===== config.mk =====
export PLATFORM = sky130hd
export DESIGN_NAME = fsol_top
export DESIGN_NICKNAME = d
export VERILOG_FILES = /design/src/fsol_pkg.sv /design/src/fsol_nv_if.sv /design/src/fsol_nv_mux.sv /design/src/fsol_key_cmp.sv /design/src/fsol_top.sv
export SDC_FILE = /design/constraint.sdc
export NUM_CORES = 1
export LEC_CHECK = 0
export ABC_AREA = 1
export BUFFER_PORTS_ARGS = -buffer_cell sky130_fd_sc_hd__buf_2
export CAP_MARGIN = 10
export CELL_PAD_IN_SITES_DETAIL_PLACEMENT = 1
export CELL_PAD_IN_SITES_GLOBAL_PLACEMENT = 2
export CORE_MARGIN = 3
export CORE_UTILIZATION = 25
export DETAILED_ROUTE_END_ITERATION = 10
export PLACE_DENSITY = 0.77
export SKIP_LAST_GASP = 1
export SLEW_MARGIN = 10
export SYNTH_ARGS = -nofsm -noshare
export SYNTH_HDL_FRONTEND = slang
export SYNTH_SLANG_ARGS = --single-unit
export TNS_END_PERCENT = 5

===== constraint.sdc =====
create_clock -name clk_i -period 3.8 [get_ports clk_i]
set_input_delay 0.38 -clock clk_i [delete_from_list [all_inputs] [get_ports clk_i]]
set_output_delay 0.38 -clock clk_i [all_outputs]
set_load 0.01 [all_outputs]

===== src/fsol_pkg.sv =====
// shared constants for the flash security option loader
package fsol_pkg;
    localparam int ADDR_W = 16;
    localparam int DATA_W = 8;
    localparam int KEY_BYTES = 8;
    // register byte addresses
    localparam logic [15:0] ADDR_OPT_WORK = 16'h1821;
    localparam logic [15:0] ADDR_PROT_WORK = 16'h1824;
    localparam logic [15:0] ADDR_KEY_BASE = 16'hffb0;
    localparam logic [15:0] ADDR_NV_PROT = 16'hffbd;
    localparam logic [15:0] ADDR_NV_OPT = 16'hffbf;
    // own control and status registers
    localparam logic [15:0] ADDR_KEY_ENTRY = 16'h1828;
    localparam logic [15:0] ADDR_SEC_STATUS = 16'h1829;
    localparam logic [15:0] ADDR_KEY_MASK = 16'hfff8;
    // option byte fields
    localparam int OPT_BACKDOOR_KEY_ENABLE_BIT = 7;
    localparam int OPT_NORED_BIT = 6;
    localparam int OPT_SECH_BIT = 1;
    localparam int OPT_SECL_BIT = 0;
    localparam logic [1:0] SEC_UNSECURED = 2'h2;
    localparam logic [7:0] OPT_RSVD_MASK = 8'hc3;
    // protection byte fields
    localparam int PROT_DIS_BIT = 0;
    // status register bits
    localparam int STAT_SECURE_BIT = 0;
    localparam int STAT_BACKDOOR_BIT = 1;
    localparam int STAT_LOADED_BIT = 2;
    localparam int STAT_BLANK_BIT = 3;
    localparam logic [7:0] BYTE_ZERO = 8'h00;
    localparam logic [2:0] IDX_ZERO = 3'h0;
    localparam logic [2:0] IDX_LAST = 3'h7;
    localparam logic [2:0] IDX_ONE = 3'h1;
    localparam logic [7:0] NV_ADDR_KEY0 = 8'hb0;
    localparam logic [7:0] NV_ADDR_PROT = 8'hbd;
    localparam logic [7:0] NV_ADDR_OPT = 8'hbf;
endpackage : fsol_pkg


===== src/fsol_nv_if.sv =====
// read port from the loader to the nonvolatile flash area
`timescale 1ns/100ps
`default_nettype none
interface fsol_nv_if;
    logic rd_req;
    logic [7:0] rd_addr;
    logic [7:0] rd_data;
    modport loader (output rd_req, output rd_addr, input rd_data);
    modport array (input rd_req, input rd_addr, output rd_data);
endinterface : fsol_nv_if
`default_nettype wire


===== src/fsol_nv_mux.sv =====
// sampled access from loader into the nonvolatile byte inputs
`timescale 1ns/100ps
`default_nettype none
module fsol_nv_mux (
    input wire logic clk_i, // system clock
    input wire logic [63:0] key_i, // comparison key bytes from flash
    input wire logic [7:0] prot_i, // protection byte from flash
    input wire logic [7:0] opt_i, // option byte from flash
    fsol_nv_if.array nv // read port
);
    import fsol_pkg::*;
    logic [7:0] next_data;
    logic [7:0] data;
    always_comb begin
        next_data = data;
        if (nv.rd_req) begin
            if (nv.rd_addr == NV_ADDR_PROT) begin
                next_data = prot_i;
            end else if (nv.rd_addr == NV_ADDR_OPT) begin
                next_data = opt_i;
            end else begin
                next_data = key_i[8*(nv.rd_addr[2:0]) +: 8];
            end
        end
    end
    always_ff @(posedge clk_i) begin
        data <= next_data;
    end
    assign nv.rd_data = data;
endmodule : fsol_nv_mux
`default_nettype wire


===== src/fsol_key_cmp.sv =====
// byte-serial backdoor key comparator
`timescale 1ns/100ps
`default_nettype none
module fsol_key_cmp #(
    parameter int NBYTES = 8 // key length in bytes
) (
    input wire logic clk_i, // system clock
    input wire logic rst_i, // sync reset
    input wire logic wr_i, // one key byte written
    input wire logic [7:0] wr_byte_i, // byte written
    input wire logic [7:0] ref_byte_i, // stored key byte at index
    output logic [2:0] idx_o, // index of next byte
    output logic done_o, // pulse: last byte taken
    output logic match_o // pulse: all bytes equal
);
    import fsol_pkg::*;
    logic [2:0] idx;
    logic ok;
    logic [2:0] next_idx;
    logic next_ok;
    logic last;
    assign last = (idx == 3'(NBYTES - 1));
    always_comb begin
        next_idx = idx;
        next_ok = ok;
        if (wr_i) begin
            next_ok = ok & (wr_byte_i == ref_byte_i);
            next_idx = idx + IDX_ONE;
            if (last) begin
                next_idx = IDX_ZERO;
                next_ok = 1'b1;
            end
        end
    end
    always_ff @(posedge clk_i) begin
        if (rst_i) begin
            idx <= IDX_ZERO;
            ok <= 1'b1;
        end else begin
            idx <= next_idx;
            ok <= next_ok;
        end
    end
    assign idx_o = idx;
    assign done_o = wr_i & last;
    assign match_o = wr_i & last & ok & (wr_byte_i == ref_byte_i);
endmodule : fsol_key_cmp
`default_nettype wire


===== src/fsol_top.sv =====
// flash security option loader with wishbone register slave
`timescale 1ns/100ps
`default_nettype none
module fsol_top (
    input wire logic clk_i, // system clock
    input wire logic rst_i, // sync reset, active high
    input wire logic [fsol_pkg::ADDR_W-1:0] wb_adr_i, // byte address
    input wire logic [fsol_pkg::DATA_W-1:0] wb_dat_i, // write data
    output logic [fsol_pkg::DATA_W-1:0] wb_dat_o, // read data
    input wire logic wb_we_i, // write enable
    input wire logic wb_sel_i, // byte select
    input wire logic wb_cyc_i, // cycle
    input wire logic wb_stb_i, // strobe
    output logic wb_ack_o, // acknowledge
    input wire logic cpu_secure_code_i, // fetch from secure memory
    input wire logic dbg_access_i, // access by background debug
    input wire logic [63:0] nv_key_i, // comparison key in flash
    input wire logic [7:0] nv_prot_i, // protection byte in flash
    input wire logic [7:0] nv_opt_i, // option byte in flash
    input wire logic flash_blank_verified_i, // pulse: blank after erase
    input wire logic ram_req_i, // RAM access attempt
    output logic ram_grant_o, // RAM access allowed
    output logic secure_o, // security engaged
    output logic vector_redirect_disable_o, // option bit
    output logic protection_disable_o, // protection off
    output logic [6:0] block_protect_o // protected block size
);
    import fsol_pkg::*;

    typedef enum logic [4:0] {
        ST_IDLE = 5'b00001,
        ST_PROT = 5'b00010,
        ST_OPT = 5'b00100,
        ST_WAIT = 5'b01000,
        ST_RUN = 5'b10000
    } fsol_state_t;

    fsol_nv_if nv ();

    fsol_state_t state;
    fsol_state_t next_state;
    logic [7:0] opt_work;
    logic [7:0] next_opt_work;
    logic [7:0] prot_work;
    logic [7:0] next_prot_work;
    logic backdoor_open;
    logic next_backdoor_open;
    logic blank_open;
    logic next_blank_open;
    logic ack;
    logic next_ack;
    logic [7:0] rdata;
    logic [7:0] next_rdata;
    logic [7:0] key_ref;
    logic [7:0] next_key_ref;
    logic [2:0] key_idx;
    logic key_match;
    logic key_wr;
    logic req;
    logic wr_req;
    logic secure;

    function automatic logic is_key_addr(input logic [15:0] a);
        return (a & ADDR_KEY_MASK) == ADDR_KEY_BASE;
    endfunction : is_key_addr

    fsol_nv_mux u_nv (
        .clk_i (clk_i),
        .key_i (nv_key_i),
        .prot_i (nv_prot_i),
        .opt_i (nv_opt_i),
        .nv (nv.array)
    );

    // debug key-entry writes are dropped, so the key cannot come from debug
    assign req = wb_cyc_i & wb_stb_i & ~ack;
    assign wr_req = req & wb_we_i & wb_sel_i;
    assign key_wr = wr_req & (wb_adr_i == ADDR_KEY_ENTRY)
        & cpu_secure_code_i & ~dbg_access_i
        & opt_work[OPT_BACKDOOR_KEY_ENABLE_BIT]
        & (state == ST_RUN);

    fsol_key_cmp #(.NBYTES(KEY_BYTES)) u_cmp (
        .clk_i (clk_i),
        .rst_i (rst_i),
        .wr_i (key_wr),
        .wr_byte_i (wb_dat_i),
        .ref_byte_i (key_ref),
        .idx_o (key_idx),
        .done_o (),
        .match_o (key_match)
    );

    // reload sequence: protection byte, option byte, first key byte, then run
    always_comb begin
        next_state = state;
        nv.rd_req = 1'b0;
        nv.rd_addr = NV_ADDR_PROT;
        unique case (state)
            ST_IDLE: begin
                nv.rd_req = 1'b1;
                next_state = ST_PROT;
            end
            ST_PROT: begin
                nv.rd_req = 1'b1;
                nv.rd_addr = NV_ADDR_OPT;
                next_state = ST_OPT;
            end
            ST_OPT: begin
                nv.rd_req = 1'b1;
                nv.rd_addr = NV_ADDR_KEY0;
                next_state = ST_WAIT;
            end
            ST_WAIT: begin
                nv.rd_req = 1'b1;
                nv.rd_addr = NV_ADDR_KEY0 | {5'h00, key_idx};
                next_state = ST_RUN;
            end
            ST_RUN: begin
                // keep the reference byte tracking the comparator index
                nv.rd_req = 1'b1;
                nv.rd_addr = NV_ADDR_KEY0 | {5'h00, key_idx + IDX_ONE};
                if (!key_wr) begin
                    nv.rd_addr = NV_ADDR_KEY0 | {5'h00, key_idx};
                end
                if (key_wr && key_idx == IDX_LAST) begin
                    nv.rd_addr = NV_ADDR_KEY0;
                end
            end
            default: next_state = ST_IDLE;
        endcase
    end

    // working copies and unsecure latches
    always_comb begin
        next_prot_work = prot_work;
        next_opt_work = opt_work;
        next_backdoor_open = backdoor_open;
        next_blank_open = blank_open;
        next_key_ref = nv.rd_data;
        // read data lags its request by one state
        if (state == ST_PROT) begin
            next_prot_work = nv.rd_data;
        end
        if (state == ST_OPT) begin
            next_opt_work = nv.rd_data & OPT_RSVD_MASK;
        end
        if (key_match) begin
            next_backdoor_open = 1'b1;
        end
        if (flash_blank_verified_i && state == ST_RUN) begin
            next_blank_open = 1'b1;
        end
        if (wr_req && wb_adr_i == ADDR_PROT_WORK && state == ST_RUN) begin
            next_prot_work = wb_dat_i;
        end
    end

    // field value 1:0 is the only unsecured code
    assign secure = (state != ST_RUN)
        || ((opt_work[OPT_SECH_BIT:OPT_SECL_BIT] != SEC_UNSECURED)
            && !backdoor_open && !blank_open);

    // bus read mux; unmapped addresses read zero and still ack
    always_comb begin
        next_ack = req;
        next_rdata = BYTE_ZERO;
        if (req && !wb_we_i) begin
            if (wb_adr_i == ADDR_OPT_WORK) begin
                next_rdata = opt_work;
            end else if (wb_adr_i == ADDR_PROT_WORK) begin
                next_rdata = prot_work;
            end else if (wb_adr_i == ADDR_NV_PROT) begin
                next_rdata = nv_prot_i;
            end else if (wb_adr_i == ADDR_NV_OPT) begin
                next_rdata = nv_opt_i;
            end else if (wb_adr_i == ADDR_SEC_STATUS) begin
                next_rdata[STAT_SECURE_BIT] = secure;
                next_rdata[STAT_BACKDOOR_BIT] = backdoor_open;
                next_rdata[STAT_LOADED_BIT] = (state == ST_RUN);
                next_rdata[STAT_BLANK_BIT] = blank_open;
            end else if (is_key_addr(wb_adr_i)) begin
                // key reads out only once unsecured, never while secure
                if (!secure) begin
                    next_rdata = nv_key_i[8*wb_adr_i[2:0] +: 8];
                end
            end
        end
    end

    always_ff @(posedge clk_i) begin
        if (rst_i) begin
            state <= ST_IDLE;
            opt_work <= BYTE_ZERO;
            prot_work <= BYTE_ZERO;
            backdoor_open <= 1'b0;
            blank_open <= 1'b0;
            ack <= 1'b0;
            rdata <= BYTE_ZERO;
            key_ref <= BYTE_ZERO;
        end else begin
            state <= next_state;
            opt_work <= next_opt_work;
            prot_work <= next_prot_work;
            backdoor_open <= next_backdoor_open;
            blank_open <= next_blank_open;
            ack <= next_ack;
            rdata <= next_rdata;
            key_ref <= next_key_ref;
        end
    end

    assign wb_ack_o = ack;
    assign wb_dat_o = rdata;
    assign secure_o = secure;
    // secure RAM refused to debug and nonsecure code
    assign ram_grant_o = ram_req_i
        & (~secure | (cpu_secure_code_i & ~dbg_access_i));
    assign vector_redirect_disable_o = opt_work[OPT_NORED_BIT];
    assign protection_disable_o = prot_work[PROT_DIS_BIT];
    assign block_protect_o = prot_work[7:1];
endmodule : fsol_top
`default_nettype wire


## Word-level counts from Yosys, hierarchy flattened

Cells that the tools add are included.

- Bits in registers: 48
- Output and inout bits: 20
- Logic and storage cells: 87

- Shift-type cells: 2
- Reduce and logical (&&, ||, !) cells: 15
- Mux-type cells: 19
- Bitwise logic cells: 20
- Equal/unequal tests: 18
- Add/subtract/negate cells: 1

Operators by type and width:

| operator | count |
|---|---|
| 64-bit by 7-bit indexed part select with 8-bit output | 2 |
| 8-bit two-way mux | 11 |
| 16-bit by 13-bit equality test with 1-bit output (second input constant) | 4 |
| 16-bit equality test (second input constant) | 2 |
| 8-bit case mux with 4 select lines | 1 |
| 5-bit case mux with 5 select lines | 1 |
| 8-bit equality test (second input constant) | 2 |
| 1-bit AND | 15 |
| 13-bit equality test (second input constant) | 1 |
| 8-bit equality test | 1 |
| 4-bit two-way mux | 2 |
| 1-bit logical AND | 7 |
| 3-bit two-way mux | 2 |
| 5-bit by 1-bit equality test with 1-bit output (second input constant) | 1 |
| 5-bit by 2-bit equality test with 1-bit output (second input constant) | 1 |
| 5-bit by 3-bit equality test with 1-bit output (second input constant) | 1 |
| 5-bit by 4-bit equality test with 1-bit output (second input constant) | 1 |
| 5-bit equality test (second input constant) | 1 |
| 5-bit != test (second input constant) | 1 |
| 5-bit OR reduction | 1 |
| 1-bit inverter | 4 |
| 3-bit by 1-bit adder with 3-bit output (second input constant) | 1 |
| 3-bit equality test (second input constant) | 1 |
| 1-bit logical NOT | 3 |
| other kinds (7) | 8 |

## Longest topological paths before layout

Gate-level depths: netlist (run 1).

- Depth in word-level cells: 15
- Depth in mapped cells: 18

## By module

From an unflattened synthesis (run 1), not the netlist that was laid out.

- Cell total of the unflattened synthesis: 731
- Area total of the unflattened synthesis: 4,174.0 µm²

By module, submodules not included:

| module | times used | sequential area each (µm²) | cells each | area an instance (µm²) |
|---|---|---|---|---|
| fsol_top | 1 | 720.7 | 477 | 2,722.6 |
| fsol_nv_mux | 1 | 240.2 | 199 | 1,123.6 |
| fsol_key_cmp | 1 | 80.1 | 55 | 327.8 |

## Worst setup path after synthesis (run 1)

Ideal clock, no wire load.

- Path kind: input port to flip-flop
- From: input port wb_adr_i[1] in the netlist's numbering
- To: register u_nv.data[1], in the netlist u_nv.nv.rd_data[1] (data pin)
- Setup slack: 1,725 ps
- Path buffers: 2
- Arrival: 1,823 ps
- Stages on the path: 18
- Setup time: 252 ps
- Required time: 3,548 ps
- Cell sequence: buf_2 > clkinv_2 > nand2_4 > nor2_1 > nand3_1 > nor2_4 > nand3_2 > nand2_2 > inv_2 > nand2_4 > nand2_4 > buf_6 > nand2_1 > nand3_1 > nand3_1 > nand3_1 > nand2_1 > nand2_1

- Longest elaborated chain between the ends: 12

RTL lines:

| element | RTL line | text |
|---|---|---|
| start, declared | fsol_top.sv:7 | `input wire logic [fsol_pkg::ADDR_W-1:0] wb_adr_i,` |
| 16-bit by 13-bit equality test with 1-bit output * | fsol_top.sv:78 | `assign key_wr = wr_req & (wb_adr_i == ADDR_KEY_ENTRY)` |
| 1-bit AND * | fsol_top.sv:78 |  |
| 1-bit AND * (2 in series) | fsol_top.sv:79 | `& cpu_secure_code_i & ~dbg_access_i` |
| 1-bit AND * | fsol_top.sv:80 | `& opt_work[OPT_BACKDOOR_KEY_ENABLE_BIT]` |
| 1-bit AND * | fsol_top.sv:81 | `& (state == ST_RUN);` |
| 3-bit two-way mux / 1-bit logical AND (equally long branches) | fsol_top.sv:123, fsol_top.sv:126 |  |
| 8-bit two-way mux * | fsol_top.sv:126 | `if (key_wr && key_idx == IDX_LAST) begin` |
| 8-bit case mux with 4 select lines * | fsol_top.sv:99 | `unique case (state)` |
| 64-bit by 7-bit indexed part select with 8-bit output / 8-bit equality test (equally long branches) | fsol_nv_mux.sv:22, fsol_nv_mux.sv:19 |  |
| 8-bit two-way mux | fsol_nv_mux.sv:19 | `end else if (nv.rd_addr == NV_ADDR_OPT) begin` |
| 8-bit two-way mux * | fsol_nv_mux.sv:17 | `if (nv.rd_addr == NV_ADDR_PROT) begin` |
| end signal, assigned | fsol_nv_mux.sv:27 | `data <= next_data;` |
| end, declared | fsol_nv_mux.sv:13 | `logic [7:0] data;` |

Every way passes the cells marked *; elsewhere a longest branch is shown, timed or not.
A chain may end at the register's enable or synchronous reset.

## Final worst setup path (run 1)

- From: register state[2]
- To: register u_nv.data[4], in the netlist u_nv.nv.rd_data[4] (data pin)

- Longest elaborated chain between the ends: 8

RTL lines:

| element | RTL line | text |
|---|---|---|
| start, declared | fsol_top.sv:40 | `fsol_state_t state;` |
| start signal, assigned | fsol_top.sv:202 | `state <= next_state;` |
| 5-bit equality test | fsol_top.sv:81, fsol_top.sv:99 |  |
| 1-bit AND | fsol_top.sv:81 |  |
| 3-bit two-way mux / 1-bit logical AND (equally long branches) | fsol_top.sv:123, fsol_top.sv:126 |  |
| 8-bit two-way mux | fsol_top.sv:126 |  |
| 8-bit case mux with 4 select lines * | fsol_top.sv:99 |  |
| 64-bit by 7-bit indexed part select with 8-bit output / 8-bit equality test (equally long branches) | fsol_nv_mux.sv:22, fsol_nv_mux.sv:19 |  |
| 8-bit two-way mux | fsol_nv_mux.sv:19 |  |
| 8-bit two-way mux * | fsol_nv_mux.sv:17 |  |

Marks and branches as above.

==> out/qor.yml, run 1 <==
global_routing:
  grt.total_usage_pct: 19.28
  grt_max_degree: 34
  grt_antenna_before_repair: 0
  grt_pass1_vias: 4955
  grt_pass1_wl_mm: 25.59
  grt.overflow.total: 0
worst_setup_path:
  end_kind: "flop"
  cp.arrival_ns: 2.91
  crit_fanout: 33
  crit_path_start_kind: "flop"
  required_ns: 3.85
  critPathKind: "reg2reg"
sta:
  drv_slew: 0
  relSlewSlack_pct: 29.37
  tightest_slew_ns: 1.056
  setup_viol: 0
  rsz0062_at_grt: "no"
  clock_skew_ns: 0.005431
  final-hold-violation-count: 0
  max_freq_mhz: 349.9
  fin_crit_sh_pct: 75.20
  finalCriticalPeriod_ns: 2.858
  setup_tns_ns: 0
place:
  post-place-cells: 915
  hpwl_mm: 13.15
  port_buffers: 133
  gp_congestion: 0.8739
synth:
  avgSynthCellArea_um2: 6.142
  synth_top_area_cell: "dfxtp_1"
  synth_cells: 623
  synth-seq-cells: 48
  syn_area_mm2: 0.003826
  ys_warn_count: 0
  synth_area_leaders: "dfxtp_1 (21%), nand2_1 (15%), nand3_1 (15%), inv_1 (6.4%), edfxtp_1 (6.3%)"
  synth.top_cell.area_share_pct: 20.93
  synth_cell_types: 42
  synth_nets: 739
  seq_area_frac_synth_pct: 27.21
cts:
  cts_root_buf: "clkbuf_16"
  htreeDepth: 2
  clk_latency_ns: 0.29
  cts.sinks: 48
  post_cts_buffers: 0
  cts_buffers: 5
  cts_hold_buf: 0
  path_clk_slew_ns: 0.07
  cts_tree: "built"
  cts_resized: 0
  cts_buffer_depth: 2
route:
  initialDrtViolationCount: 276
  drc_errors: 0
  first_pass_iters: 4
  vias_per_cell: 5.144
  avgRoutedWirePerCell_um: 17.77
  wl_met3_um: 739
  vias: 4748
  drt-met1-wl_mm: 7.257
  antenna_left: 0
  wl_mm: 16.40
  route.met2.wl_mm: 8.128
  top_layer: "met4"
run:
  maxCapViolations: 0
pwr:
  clkPwrFrac_pct: 32.9
  seqPwrFrac_pct: 42.7
  switching_share_pct: 31.50
  total_power_mw: 1.388
  irDropWorstVdd_mv: 0.1907
  power_density_mw_per_mm2: 292.7
  p_int_mw: 0.9509
  p_leak_nw: 2.328
  pwr-share-comb_pct: 24.4
  p_sw_mw: 0.4373
floorplan:
  die_area_mm2: 0.01682
  ios: 134
  row_count: 44
  dieHeight_um: 129.7
  core_area_mm2: 0.01475
  start_util_pct: 25.93
  chipWidth_um: 129.7
finish:
  fin_cells: 923
  num_antenna_cells: 0
  final_common_cell: "nand2_1"
  mostFrequentLayoutCells: "nand2_1 (155), buf_2 (133), nand3_1 (114)"
  nNetsFinal: 854
  drive_gt1_share_pct: 23.68
  n_fill_cell: 1968
  area_delta_synth_final_pct: 23.94
min_path:
  min_path_type: "in2reg"
outcome:
  outcome: "finished clean"
## area by class of cell
class	count	area, um^2	area share, %
flip-flops and latches	48	1041	21.95
inverters	72	271.5	5.726
multi-input cells	473	2347	49.50
clock inverters	2	10.01	0.2111
repair buffers	138	703.2	14.83
clock buffers	6	138.9	2.929
well taps	184	230.2	4.855
## per-stage QoR
stage          hold WS (ns)  instance area (um^2)  setup slack, ns  util, %
2_1_floorplan        0.4339                  3826            1.725        -
3_3_place_gp         0.4590                  4593           0.8241    31.13
3_5_place_dp         0.4602                  4593           0.7421    31.13
4_1_cts              0.3273                  4742           0.9257    32.14
5_1_grt              0.3546                  4742           0.6420    32.14
6_report             0.3284                  4742           0.9423    32.14
## power by group through the flow
stage          clock network (mW)  registers (mW)  logic (mW)
6_report                    0.457           0.593       0.338
5_1_grt                     0.483           0.597       0.380
4_1_cts                     0.462           0.593       0.341
3_5_place_dp                    0           0.604       0.339
3_3_place_gp                    0           0.603       0.332
2_1_floorplan                   0           0.598       0.188
## path summary, 6_finish.rpt
| check | start | to | slack (ns) | depth (start not counted) |
|---|---|---|---|---|
| worst min-delay path | flash_blank_verified_i | blank_open | 0.33 | 3 |
| worst max register to register | state[2] | u_nv.nv.rd_data[4] | 0.94 | 14 |
| worst max-delay path | state[2] | u_nv.nv.rd_data[4] | 0.94 | 14 |
| worst min register to register | u_nv.nv.rd_data[2] | key_ref[2] | 0.48 | 2 |
## synth_stat cells, drive strengths merged
cell,instances
nor4,3
o31ai,2
buf,18
xor2,3
a211oi,2
edfxtp,8
a221oi,1
nand2,163
nand4,8
clkbuf,12
ha,2
a21oi,32
o221ai,10
nor3,8
o21bai,1
nand3,115
or2,4
nor2,63
and3,2
a31oi,2
inv,70
dfxtp,40
o211ai,8
o21ai,39
a21boi,1
o2111ai,3
o22ai,1
clkinv,2
## critical path, stage by stage (launching register included)
cell	delay, ns
dfxtp_1	0.33
nor2_2	0.18
nand3_1	0.24
nor2_1	0.26
nand3_1	0.13
nand2_1	0.09
nand2_1	0.11
nand2_4	0.34
nand2_4	0.32
nand2_1	0.14
nand3_1	0.08
nand3_1	0.17
nand3_1	0.09
nand2_1	0.08
nand2_1	0.05
## registers in the layout, indices dropped and copies added (netlist names)
| signal | flops |
|---|---|
| prot_work | 8 |
| wb_ack_o | 1 |
| u_cmp.idx_o | 3 |
| blank_open | 1 |
| state | 5 |
| wb_dat_o | 8 |
| backdoor_open | 1 |
| key_ref | 8 |
| u_nv.nv.rd_data | 8 |
| u_cmp.ok | 1 |
| opt_work | 4 |
## per-layer routing
metal,track usage [%],up-vias
li1,-,2304
met1,25.12,2289
met2,34.09,134
met3,2.456,21
met4,4.279,0
met5,0,-
## kinds of logic after synthesis
| kind of cell | count (synthesis) | share of synthesized area [%] |
|---|---|---|
| fa+ha+maj | 2 | 0.6539 |
| flops | 48 | 27.21 |
| buf+inv | 102 | 11.44 |
| xor+xnor | 3 | 0.6868 |
| simple gates | 366 | 43.98 |
| compound gates | 102 | 16.02 |
Power figures use the tool's default switching activity.
==> run 2: changes to the inputs <==
--- a/config.mk
+++ b/config.mk
@@ -11,9 +11,9 @@
 export CELL_PAD_IN_SITES_DETAIL_PLACEMENT = 1
 export CELL_PAD_IN_SITES_GLOBAL_PLACEMENT = 2
 export CORE_MARGIN = 3
-export CORE_UTILIZATION = 25
+export CORE_UTILIZATION = 23
 export DETAILED_ROUTE_END_ITERATION = 10
-export PLACE_DENSITY = 0.77
+export PLACE_DENSITY = 0.74
 export SKIP_LAST_GASP = 1
 export SLEW_MARGIN = 10
 export SYNTH_ARGS = -nofsm -noshare
==> constraint.sdc (replaced) <==
create_clock -name clk_i -period 2.5 [get_ports clk_i]
set_input_delay 0.25 -clock clk_i [delete_from_list [all_inputs] [get_ports clk_i]]
set_output_delay 0.25 -clock clk_i [all_outputs]
set_load 0.01 [all_outputs]
==> run 2 against run 1 <==
  * Routed wire length increased by 2.9%
  * Utilization decreased by 1.0 points
  * Flip-flop and latch count unchanged
  * Clock power increased by 51%
  * Non-clock buffer count increased by 22
  * Power increased by 53%
  * First-iteration DRC count decreased by 46%
  * Sequential share of layout area decreased by 1.1 points
  * Maximum frequency increased by 23%
  * Global-route usage decreased by 0.80 points
  * Largest cell class unchanged
  * Highest routed layer unchanged
==> out/qor.yml, run 2 (synthesis results as in run 1) <==
sta:
  fin_crit_sh_pct: 93.22  # was 75.20%
  setup_ws_ns: 0.1696  # was 0.9423 ns
  finalCriticalPeriod_ns: 2.330  # was 2.858 ns
  setup_viol: 0  # unchanged
  setup_tns_ns: 0  # unchanged
  clock_skew_ns: 0.003772  # was 0.005431 ns
  rsz0062_at_grt: "no"  # unchanged
  relSlewSlack_pct: 63.54  # was 29.37%
  tightest_slew_ns: 0.5469  # was 1.056 ns
  drv_slew: 0  # unchanged
  final-hold-violation-count: 0  # unchanged
  max_freq_mhz: 429.1  # was 349.9 MHz
  whs_ns: 0.2133  # was 0.3284 ns
cts:
  clk_latency_ns: 0.29  # about the same
  cts_buffers: 5  # unchanged
  cts_tree: "built"  # unchanged
  cts_buffer_depth: 2  # unchanged
  cts_hold_buf: 0  # unchanged
  cts_root_buf: "clkbuf_16"  # unchanged
  htreeDepth: 2  # unchanged
  path_clk_slew_ns: 0.07  # about the same
  cts.sinks: 48  # unchanged
pwr:
  clkPwrFrac_pct: 32.4  # was 32.9%
  p_int_mw: 1.439  # was 0.9509 mW
  pwr-share-comb_pct: 25.2  # was 24.4%
  total_power_mw: 2.129  # was 1.388 mW
  seqPwrFrac_pct: 42.4  # was 42.7%
  power_density_mw_per_mm2: 426.3  # was 292.7 mW/mm^2
  switching_share_pct: 32.40  # was 31.50%
  p_leak_nw: 2.437  # was 2.328 nW
  p_sw_mw: 0.6897  # was 0.4373 mW
  irDropWorstVdd_mv: 0.2679  # was 0.1907 mV
worst_setup_path:
  path_cells: "nor2_4 -> nand2_2 -> nor2_8 -> nand2_4 -> nor2_4 -> nand2_2 -> nand2_1 -> o21ai_1 -> inv_1 -> nor2_2 -> nor2_1 -> nand2_2 -> nand3_1 -> nand3_1 -> nand2_1 -> nand2_1"  # was nor2_2 -> nand3_1 -> nor2_1 -> nand3_1 -> nand2_1 -> nand2_1 -> nand2_4 -> nand2_4 -> nand2_1 -> nand3_1 -> nand3_1 -> nand3_1 -> nand2_1 -> nand2_1
  cpPeakStageDelay_ns: 0.36  # was 0.34 ns
  worst-path-buf-inv: 1  # was 0
  required_ns: 2.56  # was 3.85 ns
  end_kind: "flop"  # unchanged
  cp_slowest_cell: "dfxtp_1"  # was nand2_4
  critical-path-top-delay-family: "simple AND/OR/NAND/NOR gates"  # unchanged
  crit_fanout: 8  # was 33
  critPathKind: "reg2reg"  # unchanged
  cp.arrival_ns: 2.39  # was 2.91 ns
  crit_path_start_kind: "flop"  # unchanged
floorplan:
  ios: 134  # unchanged
  dieHeight_um: 135.0  # was 129.7 um
  start_util_pct: 23.83  # was 25.93%
  core_area_mm2: 0.01606  # was 0.01475 mm^2
  row_count: 46  # was 44
  chipWidth_um: 135.0  # was 129.7 um
  die_area_mm2: 0.01822  # was 0.01682 mm^2
min_path:
  min_path_type: "in2reg"  # unchanged
route:
  top_layer: "met4"  # unchanged
  wl_mm: 16.88  # was 16.40 mm
  avgRoutedWirePerCell_um: 17.28  # was 17.77 um
  vias_per_cell: 4.890  # was 5.144
  antenna_left: 0  # unchanged
  drc_errors: 0  # unchanged
  route.met2.wl_mm: 8.421  # was 8.128 mm
  drt-met1-wl_mm: 7.584  # was 7.257 mm
  wl_met3_um: 597  # was 739 um
  first_pass_iters: 4  # unchanged
  vias: 4778  # was 4,748
  initialDrtViolationCount: 148  # was 276
place:
  gp_congestion: 0.8726  # was 0.8739
  port_buffers: 133  # unchanged
  pre_cts_ws_ns: 0.06138  # was 0.7421 ns
  detailed_place.area_mm2: 0.004823  # was 0.004593 mm^2
  hpwl_mm: 13.87  # was 13.15 mm
global_routing:
  grt_antenna_before_repair: 0  # unchanged
  grt.total_usage_pct: 18.48  # was 19.28%
  grt_pass1_vias: 5249  # was 4,955
  grt.overflow.total: 0  # unchanged
  grt_max_degree: 33  # was 34
  grt_pass1_wl_mm: 26.77  # was 25.59 mm
finish:
  final_cell_area_mm2: 0.004994  # was 0.004742 mm^2
  nNetsFinal: 876  # was 854
  num_antenna_cells: 0  # unchanged
  area_delta_synth_final_pct: 30.51  # was 23.94%
  final_common_cell: "nand2_1"  # unchanged
  drive_gt1_share_pct: 26.28  # was 23.68%
  mostFrequentLayoutCells: "nand2_1 (154), buf_2 (133), nand3_1 (114)"  # was nand2_1 (155), buf_2 (133), nand3_1 (114)
run:
  maxCapViolations: 0  # unchanged
outcome:
  outcome: "finished clean"  # unchanged
==> run 2: changes by cell type in the layout (fill, tap and decap cells not counted), sizes merged <==
cell,previous run,this run
clkinv,4,3
clkbuf,6,5
inv,70,71
clkinvlp,0,1
buf,138,160
==> run 2: per-layer routing <==
metal | vias to the layer above | track usage [%]
met3 | 19 | 2.310
li1 | 2351 | -
met4 | 0 | 3.695
met2 | 110 | 33.91
met1 | 2298 | 23.26
met5 | - | 0
==> run 2: power by group through the flow <==
stage	clock (mW)	combinational, mW	sequential (mW)
finish	0.691	0.537	0.902
global route	0.739	0.607	0.907
CTS	0.708	0.540	0.902
detailed placement	0	0.538	0.920
global placement	0	0.523	0.918
floorplan	0	0.286	0.909
==> run 2: final timing paths <==
kind / start / endpoint / slack, ns / depth (start not counted)
worst min-delay path: flash_blank_verified_i / blank_open / 0.21 / 3
worst min register to register: u_nv.nv.rd_data[2] / key_ref[2] / 0.49 / 2
worst max-delay path: state[0] / u_nv.nv.rd_data[3] / 0.17 / 16
worst max register to register: state[0] / u_nv.nv.rd_data[3] / 0.17 / 16
==> run 2: area by class of cell <==
class,count,area (um^2)
sequential,48,1041
fill,2104,11060
inverter,72,271.5
tap,216,270.3
multi-input combinational,473,2366
clock buffer,5,125.1
clock inverter,3,22.52
timing repair buffer,160,897.1
==> run 2: what timing repair did <==
action / CTS / global route
setup buffers: 0 / 0
setup endpoints to repair: 0 / 8
resized for setup: 0 / 6
==> run 2: worst reg2reg max path, cell delays in order (launching register included) <==
cell     delay (ns)
dfxtp_1        0.36
nor2_4         0.16
nand2_2        0.11
nor2_8         0.15
nand2_4        0.07
nor2_4         0.13
nand2_2        0.10
nand2_1        0.08
o21ai_1        0.06
inv_1          0.09
nor2_2         0.06
nor2_1         0.11
nand2_2        0.18
nand3_1        0.17
nand3_1        0.14
nand2_1        0.09
nand2_1        0.05
==> run 2: metrics by stage <==
stage | util (%) | instances
final | 31.10 | 977
after floorplan | - | 623
after CTS | 30.96 | 977
after detailed placement | 30.04 | 969
after global routing | 31.10 | 977
after global placement | 30.04 | 969
